[src/bit_io_pkg.sv]
// Purpose: shared constants and types for the bit-addressed serial I/O unit.
// Assumes: one clock; address bus bit 14 is the most significant line, bit 0 the least.
// Notes: status bits are numbered with bit 0 as the least significant (bit 15 is the MSB).
package bit_io_pkg;
   typedef enum logic [2:0] {
      OP_SET_ONE = 3'h0,
      OP_SET_ZERO = 3'h1,
      OP_TEST = 3'h2,
      OP_LOAD_MULTI = 3'h3,
      OP_STORE_MULTI = 3'h4,
      OP_EXTERNAL = 3'h5
   } op_t;

   // gray steps on ready-setup-strobe, ready-hold-represent and ready-mem-trap end only
   typedef enum logic [3:0] {
      S_READY = 4'h0,
      S_SETUP = 4'h1,
      S_STROBE = 4'h3,
      S_HOLD = 4'h2,
      S_REPRESENT = 4'h6,
      S_MEM = 4'h4,
      S_TRAP_END = 4'h5
   } state_t;

   localparam logic [2:0] LOAD_RESTART_CODE = 3'h7;
   localparam logic [2:0] CLOCK_OFF_CODE = 3'h6;
   localparam logic [2:0] CLOCK_ON_CODE = 3'h5;
   localparam logic [2:0] EXT_RESET_CODE = 3'h3;
   localparam logic [2:0] IDLE_CODE = 3'h2;

   localparam int BIT_ADDR_W = 12;
   localparam int INSTR_BIT7 = 8;
   localparam logic [4:0] MAX_BITS = 5'h10;
   localparam logic [4:0] BYTE_BITS = 5'h08;
   localparam int ST_EQ_BIT = 13;
   localparam logic [3:0] LOAD_MASK = 4'h0;

   localparam logic [15:0] LOAD_VEC_ADDR = 16'hFFFC;
   localparam logic [15:0] LOAD_PC_ADDR = 16'hFFFE;
   localparam logic [15:0] WS_WP_OFF = 16'h001A;
   localparam logic [15:0] WS_PC_OFF = 16'h001C;
   localparam logic [15:0] WS_ST_OFF = 16'h001E;
   localparam logic [2:0] TRAP_LAST_STEP = 3'h4;
   localparam logic [2:0] TRAP_FIRST_WRITE = 3'h2;

   // a count of zero stands for a full sixteen-bit field
   function automatic logic [4:0] eff_count(input logic [4:0] cnt);
      return (cnt == 5'h00) ? MAX_BITS : cnt;
   endfunction : eff_count
endpackage : bit_io_pkg

[src/bit_io_unit.sv]
// Purpose: processor side of the bit-addressed serial I/O, external codes and load trap.
// Assumes: commands arrive at instruction boundaries; one clock phase per cycle.
// Notes: memory cycles here serve only the load trap; hold is taken between cycles.
module bit_io_unit (
   // clock and reset
   input wire logic mclk,
   input wire logic rst,
   // command from the instruction sequencer
   input wire logic cmd_valid,
   input wire bit_io_pkg::op_t cmd_op,
   input wire logic [15:0] cmd_instr,
   input wire logic [15:0] cmd_base,
   input wire logic [4:0] cmd_count,
   input wire logic [2:0] cmd_ext_code,
   input wire logic [15:0] cmd_data,
   input wire logic cmd_byte_odd,
   output logic cmd_ready,
   // completion
   output logic done,
   output logic [15:0] result,
   output logic result_is_byte,
   output logic [15:0] status_word,
   // processor context
   input wire logic [15:0] program_counter,
   input wire logic [15:0] workspace_ptr,
   input wire logic [15:0] cur_status,
   input wire logic intr_pending,
   input wire logic load_request_n,
   output logic trap_done,
   output logic [15:0] trap_pc,
   output logic [15:0] trap_wp,
   // address and memory control
   output logic [14:0] addr_bus,
   output logic addr_oe,
   output logic memory_enable_n,
   output logic write_enable_n,
   output logic data_bus_in_en,
   output logic mem_ctrl_oe,
   input wire logic ready,
   // data bus
   input wire logic [15:0] data_in,
   output logic [15:0] data_out,
   output logic data_oe,
   // hold
   input wire logic hold_request_n,
   output logic hold_acknowledge,
   // serial bit i/o
   output logic io_strobe,
   output logic serial_out_line,
   input wire logic serial_in_line
);
   bit_io_pkg::state_t state_q;
   bit_io_pkg::state_t state_d;
   bit_io_pkg::op_t op_q;
   logic [15:0] instr_q;
   logic [15:0] base_q;
   logic [4:0] count_q;
   logic [4:0] idx_q;
   logic [15:0] shift_q;
   logic [15:0] store_q;
   logic [2:0] ext_q;
   logic byte_q;
   logic io_active_q;
   logic done_q;
   logic [15:0] status_q;
   logic load_pend_q;
   logic [2:0] tstep_q;
   logic [15:0] new_wp_q;
   logic [15:0] new_pc_q;
   logic [15:0] old_pc_q;
   logic [15:0] old_wp_q;
   logic [15:0] old_st_q;
   logic [11:0] bit_addr;
   logic [15:0] ld_field;
   logic cmd_is_byte;
   logic accept;
   logic trap_start;
   logic single_op;
   logic multi_op;
   logic strobe_op;
   logic sampling_op;
   logic is_ext;
   logic more_bits;
   logic idle_repeat;
   logic finish;
   logic mem_write;
   logic [15:0] mem_addr;
   logic io_phase;

   bit_addr_calc #(
      .AW(bit_io_pkg::BIT_ADDR_W)
   ) u_addr (
      .base_word(base_q),
      .disp(single_op ? instr_q[7:0] : 8'h00),
      .offset(idx_q),
      .bit_addr(bit_addr)
   );

   field_justify u_field (
      .word(cmd_data),
      .byte_odd(cmd_byte_odd),
      .count(cmd_count),
      .field(ld_field),
      .is_byte(cmd_is_byte)
   );

   // op decode
   assign single_op = (op_q == bit_io_pkg::OP_SET_ONE) || (op_q == bit_io_pkg::OP_SET_ZERO)
                      || (op_q == bit_io_pkg::OP_TEST);
   assign multi_op = (op_q == bit_io_pkg::OP_LOAD_MULTI) || (op_q == bit_io_pkg::OP_STORE_MULTI);
   assign is_ext = (op_q == bit_io_pkg::OP_EXTERNAL);
   assign sampling_op = (op_q == bit_io_pkg::OP_TEST) || (op_q == bit_io_pkg::OP_STORE_MULTI);
   // inputs are read without a strobe; outputs and codes get one
   assign strobe_op = !sampling_op;
   assign more_bits = multi_op && (idx_q != 5'(count_q - 5'h01));
   assign idle_repeat = is_ext && (ext_q == bit_io_pkg::IDLE_CODE)
                        && !intr_pending && !load_pend_q;
   assign finish = (state_q == bit_io_pkg::S_STROBE) && !more_bits && !idle_repeat;
   assign io_phase = (state_q == bit_io_pkg::S_SETUP) || (state_q == bit_io_pkg::S_STROBE)
                     || (state_q == bit_io_pkg::S_REPRESENT);

   // handshake
   assign cmd_ready = (state_q == bit_io_pkg::S_READY) && !load_pend_q && hold_request_n;
   assign accept = cmd_valid && cmd_ready;
   // trap waits for the current op to finish
   assign trap_start = (state_q == bit_io_pkg::S_READY) && load_pend_q && hold_request_n;

   always_comb begin
      state_d = state_q;
      unique case (state_q)
         bit_io_pkg::S_READY: begin
            if (!hold_request_n) begin
               state_d = bit_io_pkg::S_HOLD;
            end else if (load_pend_q) begin
               state_d = bit_io_pkg::S_MEM;
            end else if (cmd_valid) begin
               state_d = bit_io_pkg::S_SETUP;
            end
         end
         bit_io_pkg::S_SETUP: begin
            state_d = !hold_request_n ? bit_io_pkg::S_HOLD : bit_io_pkg::S_STROBE;
         end
         bit_io_pkg::S_STROBE: begin
            state_d = (more_bits || idle_repeat) ? bit_io_pkg::S_SETUP
                                                 : bit_io_pkg::S_READY;
         end
         bit_io_pkg::S_HOLD: begin
            if (hold_request_n) begin
               // extra cycle re-presents the bit address before the strobe
               state_d = io_active_q ? bit_io_pkg::S_REPRESENT : bit_io_pkg::S_READY;
            end
         end
         bit_io_pkg::S_REPRESENT: begin
            state_d = bit_io_pkg::S_SETUP;
         end
         bit_io_pkg::S_MEM: begin
            if (ready && (tstep_q == bit_io_pkg::TRAP_LAST_STEP)) begin
               state_d = bit_io_pkg::S_TRAP_END;
            end
         end
         bit_io_pkg::S_TRAP_END: begin
            state_d = bit_io_pkg::S_READY;
         end
         default: begin
            state_d = bit_io_pkg::S_READY;
         end
      endcase
   end

   always_ff @(posedge mclk or posedge rst) begin
      if (rst) begin
         state_q <= bit_io_pkg::S_READY;
      end else begin
         state_q <= state_d;
      end
   end

   // load request is sticky until the trap starts; a new request wins
   always_ff @(posedge mclk or posedge rst) begin
      if (rst) begin
         load_pend_q <= 1'b0;
      end else begin
         load_pend_q <= !load_request_n || (load_pend_q && !trap_start);
      end
   end

   // operation capture and bit sequencing
   always_ff @(posedge mclk or posedge rst) begin
      if (rst) begin
         op_q <= bit_io_pkg::OP_SET_ONE;
         instr_q <= 16'h0000;
         base_q <= 16'h0000;
         count_q <= 5'h01;
         ext_q <= 3'h0;
         byte_q <= 1'b0;
         idx_q <= 5'h00;
         shift_q <= 16'h0000;
         store_q <= 16'h0000;
      end else if (accept) begin
         op_q <= cmd_op;
         instr_q <= cmd_instr;
         base_q <= cmd_base;
         count_q <= bit_io_pkg::eff_count(cmd_count);
         ext_q <= cmd_ext_code;
         byte_q <= cmd_is_byte;
         idx_q <= 5'h00;
         shift_q <= ld_field;
         store_q <= 16'h0000;
      end else if (state_q == bit_io_pkg::S_STROBE) begin
         if (op_q == bit_io_pkg::OP_STORE_MULTI) begin
            store_q[idx_q[3:0]] <= serial_in_line;
         end
         if (more_bits) begin
            idx_q <= 5'(idx_q + 5'h01);
            shift_q <= shift_q >> 1;
         end
      end
   end

   always_ff @(posedge mclk or posedge rst) begin
      if (rst) begin
         io_active_q <= 1'b0;
      end else if (accept) begin
         io_active_q <= 1'b1;
      end else if (finish) begin
         io_active_q <= 1'b0;
      end
   end

   always_ff @(posedge mclk or posedge rst) begin
      if (rst) begin
         done_q <= 1'b0;
      end else begin
         done_q <= finish;
      end
   end

   // status: equal bit from test, mask cleared by the load trap
   always_ff @(posedge mclk or posedge rst) begin
      if (rst) begin
         status_q <= 16'h0000;
      end else if ((state_q == bit_io_pkg::S_STROBE) && (op_q == bit_io_pkg::OP_TEST)) begin
         status_q <= cur_status;
         status_q[bit_io_pkg::ST_EQ_BIT] <= serial_in_line;
      end else if (state_q == bit_io_pkg::S_TRAP_END) begin
         status_q <= {old_st_q[15:4], bit_io_pkg::LOAD_MASK};
      end
   end

   // load trap: two vector reads then three context writes
   always_ff @(posedge mclk or posedge rst) begin
      if (rst) begin
         tstep_q <= 3'h0;
         new_wp_q <= 16'h0000;
         new_pc_q <= 16'h0000;
         old_pc_q <= 16'h0000;
         old_wp_q <= 16'h0000;
         old_st_q <= 16'h0000;
      end else if (trap_start) begin
         tstep_q <= 3'h0;
         old_pc_q <= program_counter;
         old_wp_q <= workspace_ptr;
         old_st_q <= cur_status;
      end else if ((state_q == bit_io_pkg::S_MEM) && ready) begin
         if (tstep_q == 3'h0) begin
            new_wp_q <= data_in;
         end
         if (tstep_q == 3'h1) begin
            new_pc_q <= data_in;
         end
         if (tstep_q != bit_io_pkg::TRAP_LAST_STEP) begin
            tstep_q <= 3'(tstep_q + 3'h1);
         end
      end
   end

   assign mem_write = (tstep_q >= bit_io_pkg::TRAP_FIRST_WRITE);

   always_comb begin
      mem_addr = bit_io_pkg::LOAD_VEC_ADDR;
      data_out = old_wp_q;
      unique case (tstep_q)
         3'h0: mem_addr = bit_io_pkg::LOAD_VEC_ADDR;
         3'h1: mem_addr = bit_io_pkg::LOAD_PC_ADDR;
         3'h2: mem_addr = new_wp_q + bit_io_pkg::WS_WP_OFF;
         3'h3: begin
            mem_addr = new_wp_q + bit_io_pkg::WS_PC_OFF;
            data_out = old_pc_q;
         end
         3'h4: begin
            mem_addr = new_wp_q + bit_io_pkg::WS_ST_OFF;
            data_out = old_st_q;
         end
         default: mem_addr = bit_io_pkg::LOAD_VEC_ADDR;
      endcase
   end

   // address bus: memory word address with enable, else bit address or code
   always_comb begin
      addr_bus = 15'h0000;
      if (state_q == bit_io_pkg::S_MEM) begin
         addr_bus = mem_addr[15:1];
      end else if (io_phase) begin
         addr_bus = is_ext ? {ext_q, 12'h000} : {3'h0, bit_addr};
      end
   end

   // buses float in hold; no memory enable outside trap cycles
   assign hold_acknowledge = (state_q == bit_io_pkg::S_HOLD);
   assign addr_oe = !hold_acknowledge;
   assign mem_ctrl_oe = !hold_acknowledge;
   assign memory_enable_n = (state_q != bit_io_pkg::S_MEM);
   assign write_enable_n = !((state_q == bit_io_pkg::S_MEM) && mem_write);
   assign data_bus_in_en = (state_q == bit_io_pkg::S_MEM) && !mem_write;
   assign data_oe = (state_q == bit_io_pkg::S_MEM) && mem_write;

   // one strobe per output bit or code, repeated while the idle code waits; none for input ops
   assign io_strobe = (state_q == bit_io_pkg::S_STROBE) && strobe_op;

   always_comb begin
      serial_out_line = 1'b0;
      if (io_phase) begin
         unique case (op_q)
            bit_io_pkg::OP_SET_ONE,
            bit_io_pkg::OP_SET_ZERO: serial_out_line = instr_q[bit_io_pkg::INSTR_BIT7];
            bit_io_pkg::OP_LOAD_MULTI: serial_out_line = shift_q[0];
            default: serial_out_line = 1'b0;
         endcase
      end
   end

   assign done = done_q;
   assign result = store_q;
   assign result_is_byte = byte_q;
   assign status_word = status_q;
   assign trap_done = (state_q == bit_io_pkg::S_TRAP_END);
   assign trap_pc = new_pc_q;
   assign trap_wp = new_wp_q;
endmodule : bit_io_unit

[src/bit_addr_calc.sv]
// Purpose: bit address from a base word, signed displacement and bit index.
// Assumes: base sits in bits 12..1 of the base word; bit 0 ignored.
// Notes: sum wraps within the twelve-bit bit space.
module bit_addr_calc #(
   parameter int AW = 12
) (
   // base and offsets
   input wire logic [15:0] base_word,
   input wire logic [7:0] disp,
   input wire logic [4:0] offset,
   // result
   output logic [AW-1:0] bit_addr
);
   function automatic logic [AW-1:0] sext(input logic [7:0] d);
      return {{(AW-8){d[7]}}, d};
   endfunction : sext

   // base -128..+127, then next higher address per bit
   assign bit_addr = base_word[AW:1] + sext(disp) + AW'(offset);
endmodule : bit_addr_calc

[src/field_justify.sv]
// Purpose: picks the right-justified field that a multi-bit load shifts out.
// Assumes: odd byte is the low half of the word.
// Notes: bits above the field are cleared so nothing stray reaches the line.
module field_justify (
   // operand
   input wire logic [15:0] word,
   input wire logic byte_odd,
   input wire logic [4:0] count,
   // field
   output logic [15:0] field,
   output logic is_byte
);
   logic [4:0] n;
   logic [15:0] sel;

   assign n = bit_io_pkg::eff_count(count);
   assign is_byte = (n <= bit_io_pkg::BYTE_BITS);
   // byte field for eight or fewer bits, whole word above
   assign sel = is_byte ? {8'h00, (byte_odd ? word[7:0] : word[15:8])} : word;

   always_comb begin
      field = sel;
      for (int i = 0; i < 16; i++) begin
         if (5'(i) >= n) begin
            field[i] = 1'b0;
         end
      end
   end
endmodule : field_justify

[config.mk]
export PLATFORM = sky130hd
export DESIGN_NAME = bit_io_unit
export DESIGN_NICKNAME = d
export VERILOG_FILES = /design/src/bit_io_pkg.sv /design/src/bit_io_unit.sv /design/src/bit_addr_calc.sv /design/src/field_justify.sv
export SDC_FILE = /design/constraint.sdc
export NUM_CORES = 1
export LEC_CHECK = 0
export BUFFER_PORTS_ARGS = -buffer_cell sky130_fd_sc_hd__buf_4
export CAP_MARGIN = 20
export CORE_ASPECT_RATIO = 0.7
export CORE_UTILIZATION = 40
export DETAILED_ROUTE_END_ITERATION = 16
export PLACE_DENSITY_LB_ADDON = 0.3
export SYNTH_ARGS = -nofsm -noshare
export SYNTH_HDL_FRONTEND = slang
export SYNTH_SLANG_ARGS = --single-unit
export TNS_END_PERCENT = 5
[constraint.sdc]
create_clock -name mclk -period 8 [get_ports mclk]
set_input_delay 1.2 -clock mclk [delete_from_list [all_inputs] [get_ports mclk]]
set_output_delay 1.2 -clock mclk [all_outputs]
set_load 0.02 [all_outputs]
# == Word level (Yosys, flattened, before mapping) ==
# Cells that the tools add are included.
# classes
add_sub_neg,8
n_lt_le_gt_ge,20
n_eq_ne,22
mux,55
n_bitwise,1
n_reduce_logical,55
# op_table
operator,count
$mux 16,9
$pmux 16 s4,1
$add 16x5->16 const B,3
$mux 15,3
$ge 4x5->1 const A,8
$pmux 16 s2,1
$pmux 4 s6,1
$mux 1,22
$ge 3x5->1 const A,4
$mux 4,5
$mux 5,4
$logic_and 1x1->1,19
$bwmux 16,1
$mux 8,2
$eq 3x2->1 const B,5
$reduce_bool 2->1,7
$add 12x12->12,1
$add 12x5->12,1
$eq 4x3->1 const B,3
$mux 3,4
$ge 1x5->1 const A,2
$ge 2x5->1 const A,2
$logic_not 1->1,10
$eq 3x3->1 const B,3
other kinds (25),40
# word_totals
reg_bits,177
input_bits,132
out_inout_bits,108
elab_cells,181

# == Longest topological paths before layout ==
# Gate-level depths: netlist of run 1.
# depth
ltp_word,9
ltp_mapped,11
mapped_depth_nobuf,11

# == Cells and area by module ==
# A second synthesis of run 1 with hierarchy kept.
# unflattened
hier_cells,1034
hier_area_um2,9909.5
# modules_own_cells
mod,instances,cells_per_inst,area_per_inst_um2,seq_area_each_um2
bit_io_unit,1,894,8822.2,4480.5
bit_addr_calc,1,79,655.6,0.0
field_justify,1,61,431.7,0.0

# == Worst setup path after synthesis of run 1 ==
# OpenSTA, ideal clock, no wires.
# synth_path
path_kind,register to output
startpoint,register op_q[1]
endpoint,output port addr_bus[11]
t_arrival_ns,3.353
required_time_ns,6.800
setup_slack_ns,3.447
path_stages_with_launch,12
n_path_buf,0
path_cell_list,dfrtp_1 > a21oi_1 > nand2_1 > fa_1 > inv_1 > ha_1 > fa_1 > a211oi_1 > o21ai_0 > a311o_1 > a2111o_1 > o211ai_1
# synth_between
elab_chain_len,9
word_cells_on_any_way,12
cone_classes,add/sub (2); eq/ne (3); mux (4); reduce/logical (3)
# synth_lines
item,line_no,text
start: declaration,bit_io_unit.sv:54,bit_io_pkg::op_t op_q;
start signal: assignment,bit_io_unit.sv:190,op_q <= bit_io_pkg::OP_SET_ONE;
start signal: assignment,bit_io_unit.sv:200,op_q <= cmd_op;
$eq 3x1->1 or $logic_not 3->1 (tied branches),bit_io_unit.sv:108,assign single_op = (op_q == bit_io_pkg::OP_SET_ONE) || (op_q == bit_io_pkg::OP_SET_ZERO)
$logic_or 1x1->1,bit_io_unit.sv:108,
$logic_or 1x1->1,bit_io_unit.sv:109,|| (op_q == bit_io_pkg::OP_TEST);
$mux 8,bit_io_unit.sv:94,".disp(single_op ? instr_q[7:0] : 8'h00),"
$add 12x12->12,bit_addr_calc.sv:19,assign bit_addr = base_word[AW:1] + sext(disp) + AW'(offset);
$add 12x5->12,bit_addr_calc.sv:19,
$mux 15 *,bit_io_unit.sv:304,"addr_bus = is_ext ? {ext_q, 12'h000} : {3'h0, bit_addr};"
$mux 15 *,bit_io_unit.sv:303,end else if (io_phase) begin
$mux 15 *,bit_io_unit.sv:301,if (state_q == bit_io_pkg::S_MEM) begin
end: declaration,bit_io_unit.sv:33,"output logic [14:0] addr_bus,"
# Every way passes the cells marked *; elsewhere a longest branch is shown, timed or not.

# == Final worst setup path of run 1 ==
# layout_path
startpoint,register op_q[0]
endpoint,output port addr_bus[9]
# The elaborated chain is that of the path after synthesis.

==> reports/summary.md, run 1 <==
- cell area after synthesis: 9776 um^2
- Post-synth EDFFs: 0
- wire length of the first global-routing pass: 43440 um
- cell count after placement: 1488
- final hold vios: 0
- status: complete, no violations
- proportion of total power due to net switching: 42.95%
- number of antenna repair diodes: 0
- number of global-route vias before repair: 7867
- Clock Skew: 0.01141 ns
- global placer's final weighted congestion: 0.8498
- layer with the highest usage after global routing: met1
- Critical R2R Capture: state_q[0]$_DFFE_PP0P_
- NetSw: 2.240 mW
- Synth cell types: 78
- routed wire length: 27160 um
- largest net degree at the start of global routing: 101
- post-detailed-placement half-perimeter wirelength: 19240 um
- area of the core: 23820 um^2
- launch instance of the worst register-to-register path: count_q[0]$_DFFE_PP1P_
- final slew viol count: 0
- via count: 8166
- clock root cell: sky130_fd_sc_hd__clkbuf_16
- clock latency on the worst-skew pair: 0.44 ns
- worst min-delay path category: reg2reg
- post-synthesis register bit count: 175
- power density over the cells: 423.3 nW/um^2
- peak fanout along the critical path: 12
- overall power of the completed layout: 5.216 mW
- logic gate share of total power: 49.9%
- hold path startpoint: status_word[14]$_DFFE_PP0P_
- sequential cell area: 4380 um^2
- final-layout setup total negative slack: 0 ns
- nets in the synthesized netlist: 1167
- top flip-flop cell by instance count after synthesis: sky130_fd_sc_hd__dfrtp_1
- starting density of the core: 41.05%
- footprint of the multi-input gates: 4989 um^2
- R2R Setup Slk: 5.26 ns
- cells taking the most area after synthesis: sky130_fd_sc_hd__dfrtp_1 (45%), sky130_fd_sc_hd__mux2_2 (9.2%), sky130_fd_sc_hd__nand2_1 (7.9%)
- fraction of synthesized cell area taken by the top area cell type: 44.54%
- buffers from clock root to sink, at most: 2
- post-CTS clock slew at the launch and capture registers of the worst setup and hold paths: 0.08 ns
- total leakage power: 5.803 nW
- Util after Layout: 51.74%
- Placement Rows: 47
- residual overflow from global routing: 0
- Maximum Capacitance Violations: 0
- # hold bufs at CTS: 0
- antenna viol nets, final: 0
- Num Clock Sinks: 175
- FILL cells: 2195
- M2 GR Usage: 31.23%
- RSZ-0062 raised after global routing: false
- DRC violation count after routing: 0
- height of the chip: 132.8 um
- CP endpoint kind: output port
- die area: 25080 um^2
- number of endpoints failing setup at the final stage: 0
- clock period minus final worst setup slack: 5.657 ns
- final worst hold slack: 0.4773 ns
- post-synthesis average cell area: 9.776 um^2
- average wire per cell in the routed design: 17.86 um
- relative contribution of sequential cells to total power: 32.9%
- part of the Yosys area used for sequential elements: 44.81%
- post-DR vias/cell: 5.369
- width of the die: 188.9 um
- Worst Max-Slew Pin Slew: 0.9399 ns
- largest stage delay on the critical path: 0.58 ns
- global-route total usage across every layer: 22.07%
- terminating pin of the worst hold path: status_word[14]$_DFFE_PP0P_
- number of buffers added on ports: 228
- first-iteration detailed-routing DRC count: 533
- cell type of the slowest stage on the worst timing path: sky130_fd_sc_hd__a2111oi_0
- startpoint-to-endpoint class of the critical path: reg2out
- peak ir drop on the vdd network: 0.0002115 V
- number of cells on the worst hold path: 2
- fin nets: 1357
- I/O Pins: 240
- Internal Pwr Total: 2.975 mW
- layout cell share with drive strength beyond 1: 31.59%
- CP arrival: 4.46 ns
- grt met3 use: 7.772%
- Async S/R FF share, synth: 100.0%
- number of instances in the synthesized netlist: 1000
- critical path cell sequence: a21oi_1 -> nand2_1 -> fa_1 -> inv_1 -> ha_1 -> fa_1 -> a211oi_1 -> o21bai_1 -> a2111oi_0 -> o211ai_1 -> o211ai_1 -> buf_4
- largest area contributor in the synthesized netlist: sky130_fd_sc_hd__dfrtp_1
- TritonCTS clock tree: built
- Register-to-Register Path Depth: 7
- Yosys warnings: 0
- deepest level of the CTS H-tree: 4
- initial antenna violation count: 0
- clock network power share: 17.2%
- met1 layer usage reported by global route: 32.01%
- total clock buffers created by CTS: 17
- CP startpoint kind: flop
- first-pass iteration count of the detailed router: 5
- final cell count without fillers: 1521
- CP required: 6.80 ns
- period utilization: 70.72%
- setup fix buffers added after clock tree synthesis: 0
- post-CTS resize count: 0
- growth of design area from synthesis to finish: 26.05%
- achievable frequency: 176.8 MHz
- max-slew headroom at the worst pin: 37.34%
-- power groups by stage --
| stage | clock [mW] | sequential [mW] | combinational [mW] |
|---|---|---|---|
| 2_1_floorplan | 0 | 1.75 | 1.62 |
| 3_3_place_gp | 0 | 1.70 | 2.55 |
| 3_5_place_dp | 0 | 1.72 | 2.60 |
| 4_1_cts | 0.920 | 1.71 | 2.61 |
| 5_1_grt | 0.948 | 1.78 | 2.84 |
| 6_report | 0.897 | 1.72 | 2.60 |
-- cell type report --
type	instances	area share (%)
clock buffer	18	3.564
tap	318	3.229
inverter	31	0.9850
clock inverter	14	1.584
timing repair buffer	237	14.60
multi-input combinational	728	40.49
sequential	175	35.55
-- state kept, by name, indices dropped and copies added (netlist names), 3 cells and up --
register / cells
tstep_q: 3
instr_q: 9
ext_q: 3
status_word: 16
old_st_q: 16
idx_q: 5
old_wp_q: 16
old_pc_q: 16
trap_wp: 16
op_q: 3
state_q: 3
base_q: 12
result: 16
shift_q: 16
count_q: 5
trap_pc: 16
-- Yosys cell counts, drive strengths merged, types with 6 or more instances --
cell type and n:
a21oi 38, a221o 17, a221oi 10, a22oi 13, and2 9, buf 40, clkbuf 26, dfrtp 174
fa 7, ha 28, inv 30, mux2 80, mux2i 14, nand2 207, nand2b 8, nand3 60
nand3b 6, nand4 10, nor2 34, nor2b 7, nor3 9, o211ai 22, o21ai 34, o22ai 7
xnor2 20, xor2 10
-- logic make-up (layout without fill, tap and decap cells) --
family	count (synthesis)	after routing	share of synthesized area, %
flip-flops	175	175	44.81
AO/OA/AOI/OAI	188	188	13.91
multiplexers	94	94	10.65
AND/OR/NAND/NOR	381	381	18.58
buffers and inverters	97	300	4.339
XOR/XNOR	30	30	2.688
adder cells (fa/ha/maj)	35	35	5.017
-- critical path: cells and delay by family (launching register included) --
kind | cells | cell delay (ns)
and+or+nand+nor | 1 | 0.14
DFF | 1 | 0.55
AOI/OAI and AO/OA | 6 | 1.96
buffers and inverters | 2 | 0.21
adders and majority gates | 3 | 1.17
-- routing by layer --
layer  part of all wire (%)  wire length, um  up-vias
met3                    8.8             2402       21
li1                       -                -     3920
met5                      0                0        -
met1                     47            12780     3966
met4                    1.1              309        0
met2                     43            11670      259
-- layout by cell type, fill, tap and decap left out, drive strengths merged, types with 18 or more instances in the layout --
master    n
nand3    60
o211ai   22
a21oi    38
xnor2    20
clkbuf   18
dfrtp   174
buf     237
nor2     34
ha       28
inv      36
mux2     80
nand2   207
o21ai    34
-- worst max path at each step --
stage	from	to	slack [ns]	depth (start not counted)
3_3_place_gp	op_q[0]$_DFFE_PP0P_	addr_bus[9]	2.93	12
4_1_cts	op_q[0]$_DFFE_PP0P_	addr_bus[9]	2.32	12
5_1_grt	op_q[0]$_DFFE_PP0P_	addr_bus[9]	1.95	12
6_report	op_q[0]$_DFFE_PP0P_	addr_bus[9]	2.34	12
2_1_floorplan	rst	base_q[10]$_DFFE_PP0P_	2.06	1
3_5_place_dp	op_q[0]$_DFFE_PP0P_	addr_bus[11]	2.83	12
-- through the flow --
step / setup WS [ns] / instance area, um^2
3_5_place_dp: 2.829 / 11660
6_report: 2.343 / 12320
3_3_place_gp: 2.929 / 11660
2_1_floorplan: 2.056 / 9776
5_1_grt: 1.954 / 12320
4_1_cts: 2.319 / 12290
Note: power is estimated with default switching activity, not from simulation.
==> run 2: changes to the inputs <==
clock period = 4.8 ns   (was 8 ns; I/O delays follow)
==> run 2 against run 1 <==
Sequential power increased by 65%. Die area unchanged. Global-route usage fell by 0.15 points. Setup slack lost 2.2 ns. Total power increased by 64%. Largest cell class unchanged. Hold slack worse by 0.014 ns. Register-to-register slack worse by 3.3 ns. Cell count increased by 0.13%. Clock power rose by 53%. Highest routed layer unchanged. Critical path depth fell by 1. Non-clock buffer count grew 2.
==> reports/summary.md, run 2 (synthesis results as in run 1) <==
- period utilization: 96.46%
- clock network power share: 16.0%
- Internal Pwr Total: 4.852 mW
- layout cell share with drive strength beyond 1: 31.78%
- Worst Max-Slew Pin Slew: 1.114 ns
- FILL cells: 2207
- clock latency on the worst-skew pair: 0.44 ns
- initial antenna violation count: 0
- Clock Skew: 0.01262 ns
- CP required: 4.08 ns
- CP startpoint kind: flop
- logic gate share of total power: 50.9%
- achievable frequency: 216.0 MHz
- power density over the cells: 698.0 nW/um^2
- largest stage delay on the critical path: 0.52 ns
- via count: 8176
- peak ir drop on the vdd network: 0.0004049 V
- clock period minus final worst setup slack: 4.630 ns
- Register-to-Register Path Depth: 7
- TritonCTS clock tree: built
- Num Clock Sinks: 175
- Placement Rows: 47
- cell count after placement: 1491
- deepest level of the CTS H-tree: 4
- NetSw: 3.712 mW
- number of cells on the worst hold path: 3
- peak fanout along the critical path: 8
- area of the core: 23820 um^2
- CP endpoint kind: output port
- DRC violation count after routing: 0
- RSZ-0062 raised after global routing: false
- footprint of the multi-input gates: 4995 um^2
- die area: 25080 um^2
- largest net degree at the start of global routing: 176
- post-CTS clock slew at the launch and capture registers of the worst setup and hold paths: 0.08 ns
- Stages on worst setup path: 11
- startpoint-to-endpoint class of the critical path: reg2out
- top library cells by usage in the layout, fill and taps aside: sky130_fd_sc_hd__buf_4 (238), sky130_fd_sc_hd__nand2_1 (206), sky130_fd_sc_hd__dfrtp_1 (174)
- buffers from clock root to sink, at most: 2
- global placer's final weighted congestion: 0.8350
- wire length of the first global-routing pass: 43330 um
- height of the chip: 132.8 um
- antenna viol nets, final: 0
- final hold vios: 0
- routed wire length: 26590 um
- number of global-route vias before repair: 8022
- final worst hold slack: 0.4637 ns
- clock root cell: sky130_fd_sc_hd__clkbuf_16
- global-route total usage across every layer: 21.92%
- residual overflow from global routing: 0
- worst min-delay path category: in2reg
- final slew viol count: 0
- average wire per cell in the routed design: 17.46 um
- leading cell type in the layout, fill and taps excluded: sky130_fd_sc_hd__buf_4
- I/O Pins: 240
- R2R Setup Slk: 2.00 ns
- total clock buffers created by CTS: 17
- width of the die: 188.9 um
- proportion of total power due to net switching: 43.35%
- CP arrival: 3.91 ns
- final cell count without fillers: 1523
- number of endpoints failing setup at the final stage: 0
- first-pass iteration count of the detailed router: 5
- status: complete, no violations
- number of buffers added on ports: 228
- sequential cell area: 4380 um^2
- total leakage power: 5.783 nW
- Crit path buffers/inverters: 2
- Maximum Capacitance Violations: 0
- starting density of the core: 41.05%
- max-slew headroom at the worst pin: 25.71%
- largest delay contributor family on the critical path: compound AO/OA/AOI/OAI gates
- fin nets: 1359
- post-detailed-placement half-perimeter wirelength: 18980 um
- critical path cell sequence: a21oi_1 -> buf_4 -> and2_1 -> fa_1 -> fa_1 -> a211oi_2 -> o21ai_0 -> a311o_1 -> a2111o_1 -> o211ai_1 -> buf_4
- growth of design area from synthesis to finish: 25.52%
- post-DR vias/cell: 5.368
- relative contribution of sequential cells to total power: 33.1%
- first-iteration detailed-routing DRC count: 576
- number of antenna repair diodes: 0
- final-layout setup total negative slack: 0 ns
- cell type of the slowest stage on the worst timing path: sky130_fd_sc_hd__fa_1
==> run 2: cell count changes in the layout (fill, tap and decap cells not counted), sizes merged <==
| cell | change |
|---|---|
| clkinv | +1 |
| clkbuf | -1 |
| inv | +1 |
| clkinvlp | +1 |
| bufinv | -2 |
| buf | +2 |
==> run 2: final cells by class <==
cell class,count,share of cell area [%]
multi-input cells,728,40.71
flip-flops and latches,175,35.70
repair buffers,239,14.72
clock buffers,17,3.467
well taps,318,3.243
clock inverters,15,1.183
inverters,31,0.9789
==> run 2: what timing repair did <==
| action | 4_1_cts | 5_1_grt |
|---|---|---|
| pin swaps | 0 | 1 |
| setup endpoints to repair | 2 | 2 |
| gates resized for setup | 2 | 0 |
| buffers inserted | 0 | 0 |
| hold buffers | 0 | 0 |
==> run 2: worst min-delay path, stage by stage <==
cell and delay (ns):
sky130_fd_sc_hd__buf_4 0.07, sky130_fd_sc_hd__nand2_1 0.04, sky130_fd_sc_hd__nand2_1 0.04
==> run 2: layer usage <==
| metal | share of wire [%] | track usage (%) | vias up |
|---|---|---|---|
| li1 | - | - | 3923 |
| met1 | 48 | 31.99 | 3961 |
| met2 | 41 | 30.31 | 270 |
| met4 | 1.5 | 5.824 | 0 |
| met3 | 8.9 | 7.931 | 22 |
| met5 | 0 | 0 | - |
==> run 2: power by group through the flow <==
stage                     Sequential (mW)  Clock (mW)  Combinational (mW)
final                                2.83        1.37                4.36
after global placement               2.82           0                4.27
after global routing                 2.94        1.47                4.76
after detailed placement             2.84           0                4.34
after floorplan                      2.91           0                2.70
after CTS                            2.83        1.41                4.38
==> run 2: final timing paths <==
path,startpoint,endpoint
max,op_q[1]$_DFFE_PP0P_,addr_bus[11]
min,cmd_base[12],base_q[12]$_DFFE_PP0P_
max reg2reg,count_q[0]$_DFFE_PP1P_,state_q[0]$_DFFE_PP0P_
min reg2reg,status_word[12]$_DFFE_PP0P_,status_word[12]$_DFFE_PP0P_
max in group asynchronous,rst,trap_wp[5]$_DFFE_PP0P_
min in group asynchronous,rst,instr_q[6]$_DFFE_PP0P_
==> run 2: metrics by stage <==
stage               utilization, %  power (mW)  instance area, um^2  setup WS, ns
floorplan                        -       5.615                 9779        0.7274
global placement             49.10       7.090                11690        0.5759
detailed placement           49.10       7.183                11690        0.4965
CTS                          51.52       8.611                12270        0.1146
global route                 51.52       9.171                12270      0.004424
finish                       51.52       8.564                12270        0.1701
==> run 3: changes to the inputs <==
BUFFER_PORTS_ARGS = default   (was -buffer_cell sky130_fd_sc_hd__buf_4)
CORE_MARGIN = 1   (was default)
DONT_BUFFER_PORTS = 1   (was default)
HOLD_SLACK_MARGIN = 0.02   (was default)
==> run 3 against run 2 <==
First-iteration DRC count fell by 7.8%. Sequential power up 13%. Flip-flop and latch count unchanged. Cell count down 15%. Via count decreased by 9.9%. Largest cell class unchanged. Clock power grew 7%. Total power fell by 7.2%. Sequential share of layout area increased by 5.5 points. Clock skew grew 0.00097 ns.
==> reports/summary.md, run 3 (synthesis results as in run 1) <==
- Util after Layout: 44.68%
- wire length of the first global-routing pass: 40210 um
- Crit path buffers/inverters: 1
- # hold bufs at CTS: 0
- largest net degree at the start of global routing: 176
- residual overflow from global routing: 0
- DRC violation count after routing: 0
- worst min-delay path category: in2reg
- clock network power share: 18.5%
- leading cell type in the layout, fill and taps excluded: sky130_fd_sc_hd__nand2_1
- sequential cell area: 4380 um^2
- relative contribution of sequential cells to total power: 40.1%
- detailed-routing wirelength on met1: 12300 um
- cell mode on critical path: sky130_fd_sc_hd__fa_1
- buffers from clock root to sink, at most: 2
- initial antenna violation count: 5
- Placement Rows: 47
- via count: 7368
- number of endpoints failing setup at the final stage: 0
- final hold vios: 0
- proportion of total power due to net switching: 44.68%
- deepest level of the CTS H-tree: 4
- cell count after placement: 1268
- achievable frequency: 219.8 MHz
- CP required: 4.08 ns
- cell type of the slowest stage on the worst timing path: sky130_fd_sc_hd__fa_1
- first-pass iteration count of the detailed router: 5
- die area: 25080 um^2
- final cell count without fillers: 1301
- Maximum Capacitance Violations: 0
- critical path cell sequence: a21oi_1 -> buf_4 -> and2_1 -> fa_1 -> fa_1 -> a211oi_2 -> o21ai_0 -> a311o_1 -> a2111o_1 -> o211ai_1
- global placer's final weighted congestion: 0.8848
- highest metal used: met5
- CP arrival: 3.83 ns
- I/O Pins: 240
- global-route total usage across every layer: 20.76%
- period utilization: 94.80%
- first-iteration detailed-routing DRC count: 531
- growth of design area from synthesis to finish: 8.857%
- final worst hold slack: 0.3688 ns
- total leakage power: 4.696 nW
- CP startpoint kind: flop
- Internal Pwr Total: 4.394 mW
- largest delay contributor family on the critical path: compound AO/OA/AOI/OAI gates
- total clock buffers created by CTS: 17
- logic gate share of total power: 41.4%
- width of the die: 188.9 um
- number of global-route vias before repair: 6956
- Critical R2R Capture: shift_q[13]$_DFFE_PP0P_
- startpoint-to-endpoint class of the critical path: reg2out
- footprint of the multi-input gates: 5000 um^2
- final-layout setup total negative slack: 0 ns
- layout cell share with drive strength beyond 1: 16.12%
- clock period minus final worst setup slack: 4.550 ns
- met3 wirelength from detailed routing: 2655 um
- Worst Max-Slew Pin Slew: 0.9966 ns
- final instance area: 10640 um^2
- CP endpoint kind: output port
- antenna viol nets, final: 0
- top library cells by usage in the layout, fill and taps aside: sky130_fd_sc_hd__nand2_1 (206), sky130_fd_sc_hd__dfrtp_1 (174), sky130_fd_sc_hd__mux2_2 (80)
- average wire per cell in the routed design: 19.72 um
- NetSw: 3.550 mW
- peak ir drop on the vdd network: 0.0003624 V
- final slew viol count: 0
- FILL cells: 2277
- Num Clock Sinks: 175
- routed wire length: 25660 um
- peak fanout along the critical path: 8
- clock root cell: sky130_fd_sc_hd__clkbuf_16
- clock latency on the worst-skew pair: 0.44 ns
- amount of wire on met2 after detailed routing: 10360 um
- number of cells on the worst hold path: 1
- status: complete, no violations
- area of the core: 23820 um^2
- largest stage delay on the critical path: 0.50 ns
- setup slack of the critical path after layout: 0.2498 ns
- terminating pin of the worst hold path: load_pend_q$_DFF_PP0_
- launch instance of the worst register-to-register path: state_q[1]$_DFFE_PP0P_
- Register-to-Register Path Depth: 5
- post-place setup slack: 0.5465 ns
- overall power of the completed layout: 7.944 mW
- post-CTS clock slew at the launch and capture registers of the worst setup and hold paths: 0.07 ns
- placed cell areas: 10020 um^2
- post-detailed-placement half-perimeter wirelength: 18250 um
- number of buffers added on ports: 0
- Clock Skew: 0.01359 ns
- height of the chip: 132.8 um
- post-DR vias/cell: 5.663
- starting density of the core: 41.05%
- TritonCTS clock tree: built
- R2R Setup Slk: 2.22 ns
- hold path startpoint: load_request_n
- fin nets: 1136
- RSZ-0062 raised after global routing: false
- power density over the cells: 746.5 nW/um^2
- max-slew headroom at the worst pin: 33.56%
==> run 3: power by group through the flow <==
stage                     logic (mW)  registers [mW]  clock network (mW)
final                           3.29            3.19                1.47
after global routing            3.62            3.29                1.57
after CTS                       3.27            3.18                1.51
after detailed placement        3.24            3.20                   0
after global placement          3.18            3.19                   0
after floorplan                 2.70            2.91                   0
==> run 3: worst max path at each step <==
| stage | startpoint | depth (start not counted) | to |
|---|---|---|---|
| after floorplan | op_q[1]$_DFFE_PP0P_ | 11 | addr_bus[11] |
| after global placement | op_q[1]$_DFFE_PP0P_ | 11 | addr_bus[9] |
| after detailed placement | op_q[1]$_DFFE_PP0P_ | 10 | addr_bus[9] |
| after CTS | op_q[1]$_DFFE_PP0P_ | 10 | addr_bus[9] |
| after global routing | op_q[1]$_DFFE_PP0P_ | 10 | addr_bus[11] |
| final | op_q[1]$_DFFE_PP0P_ | 10 | addr_bus[11] |
==> run 3: area by class of cell <==
type,count,area share (%)
diodes,3,0.07055
clock buffers,18,4.033
clock inverters,12,1.634
inverters,31,1.129
multi-input cells,728,46.98
flip-flops and latches,175,41.16
well taps,318,3.739
repair buffers,16,1.246
==> run 3: what timing repair did <==
item,4_1_cts,5_1_grt
setup buffers,0,0
gates resized for setup,0,3
setup endpoints to repair,0,2
endpoints found under the hold margin,0,0
==> run 3: per-layer routing <==
metal / up-vias / track usage, %
li1: 3486 / -
met1: 3587 / 30.60
met2: 271 / 27.10
met3: 22 / 9.204
met4: 2 / 5.421
met5: - / 0
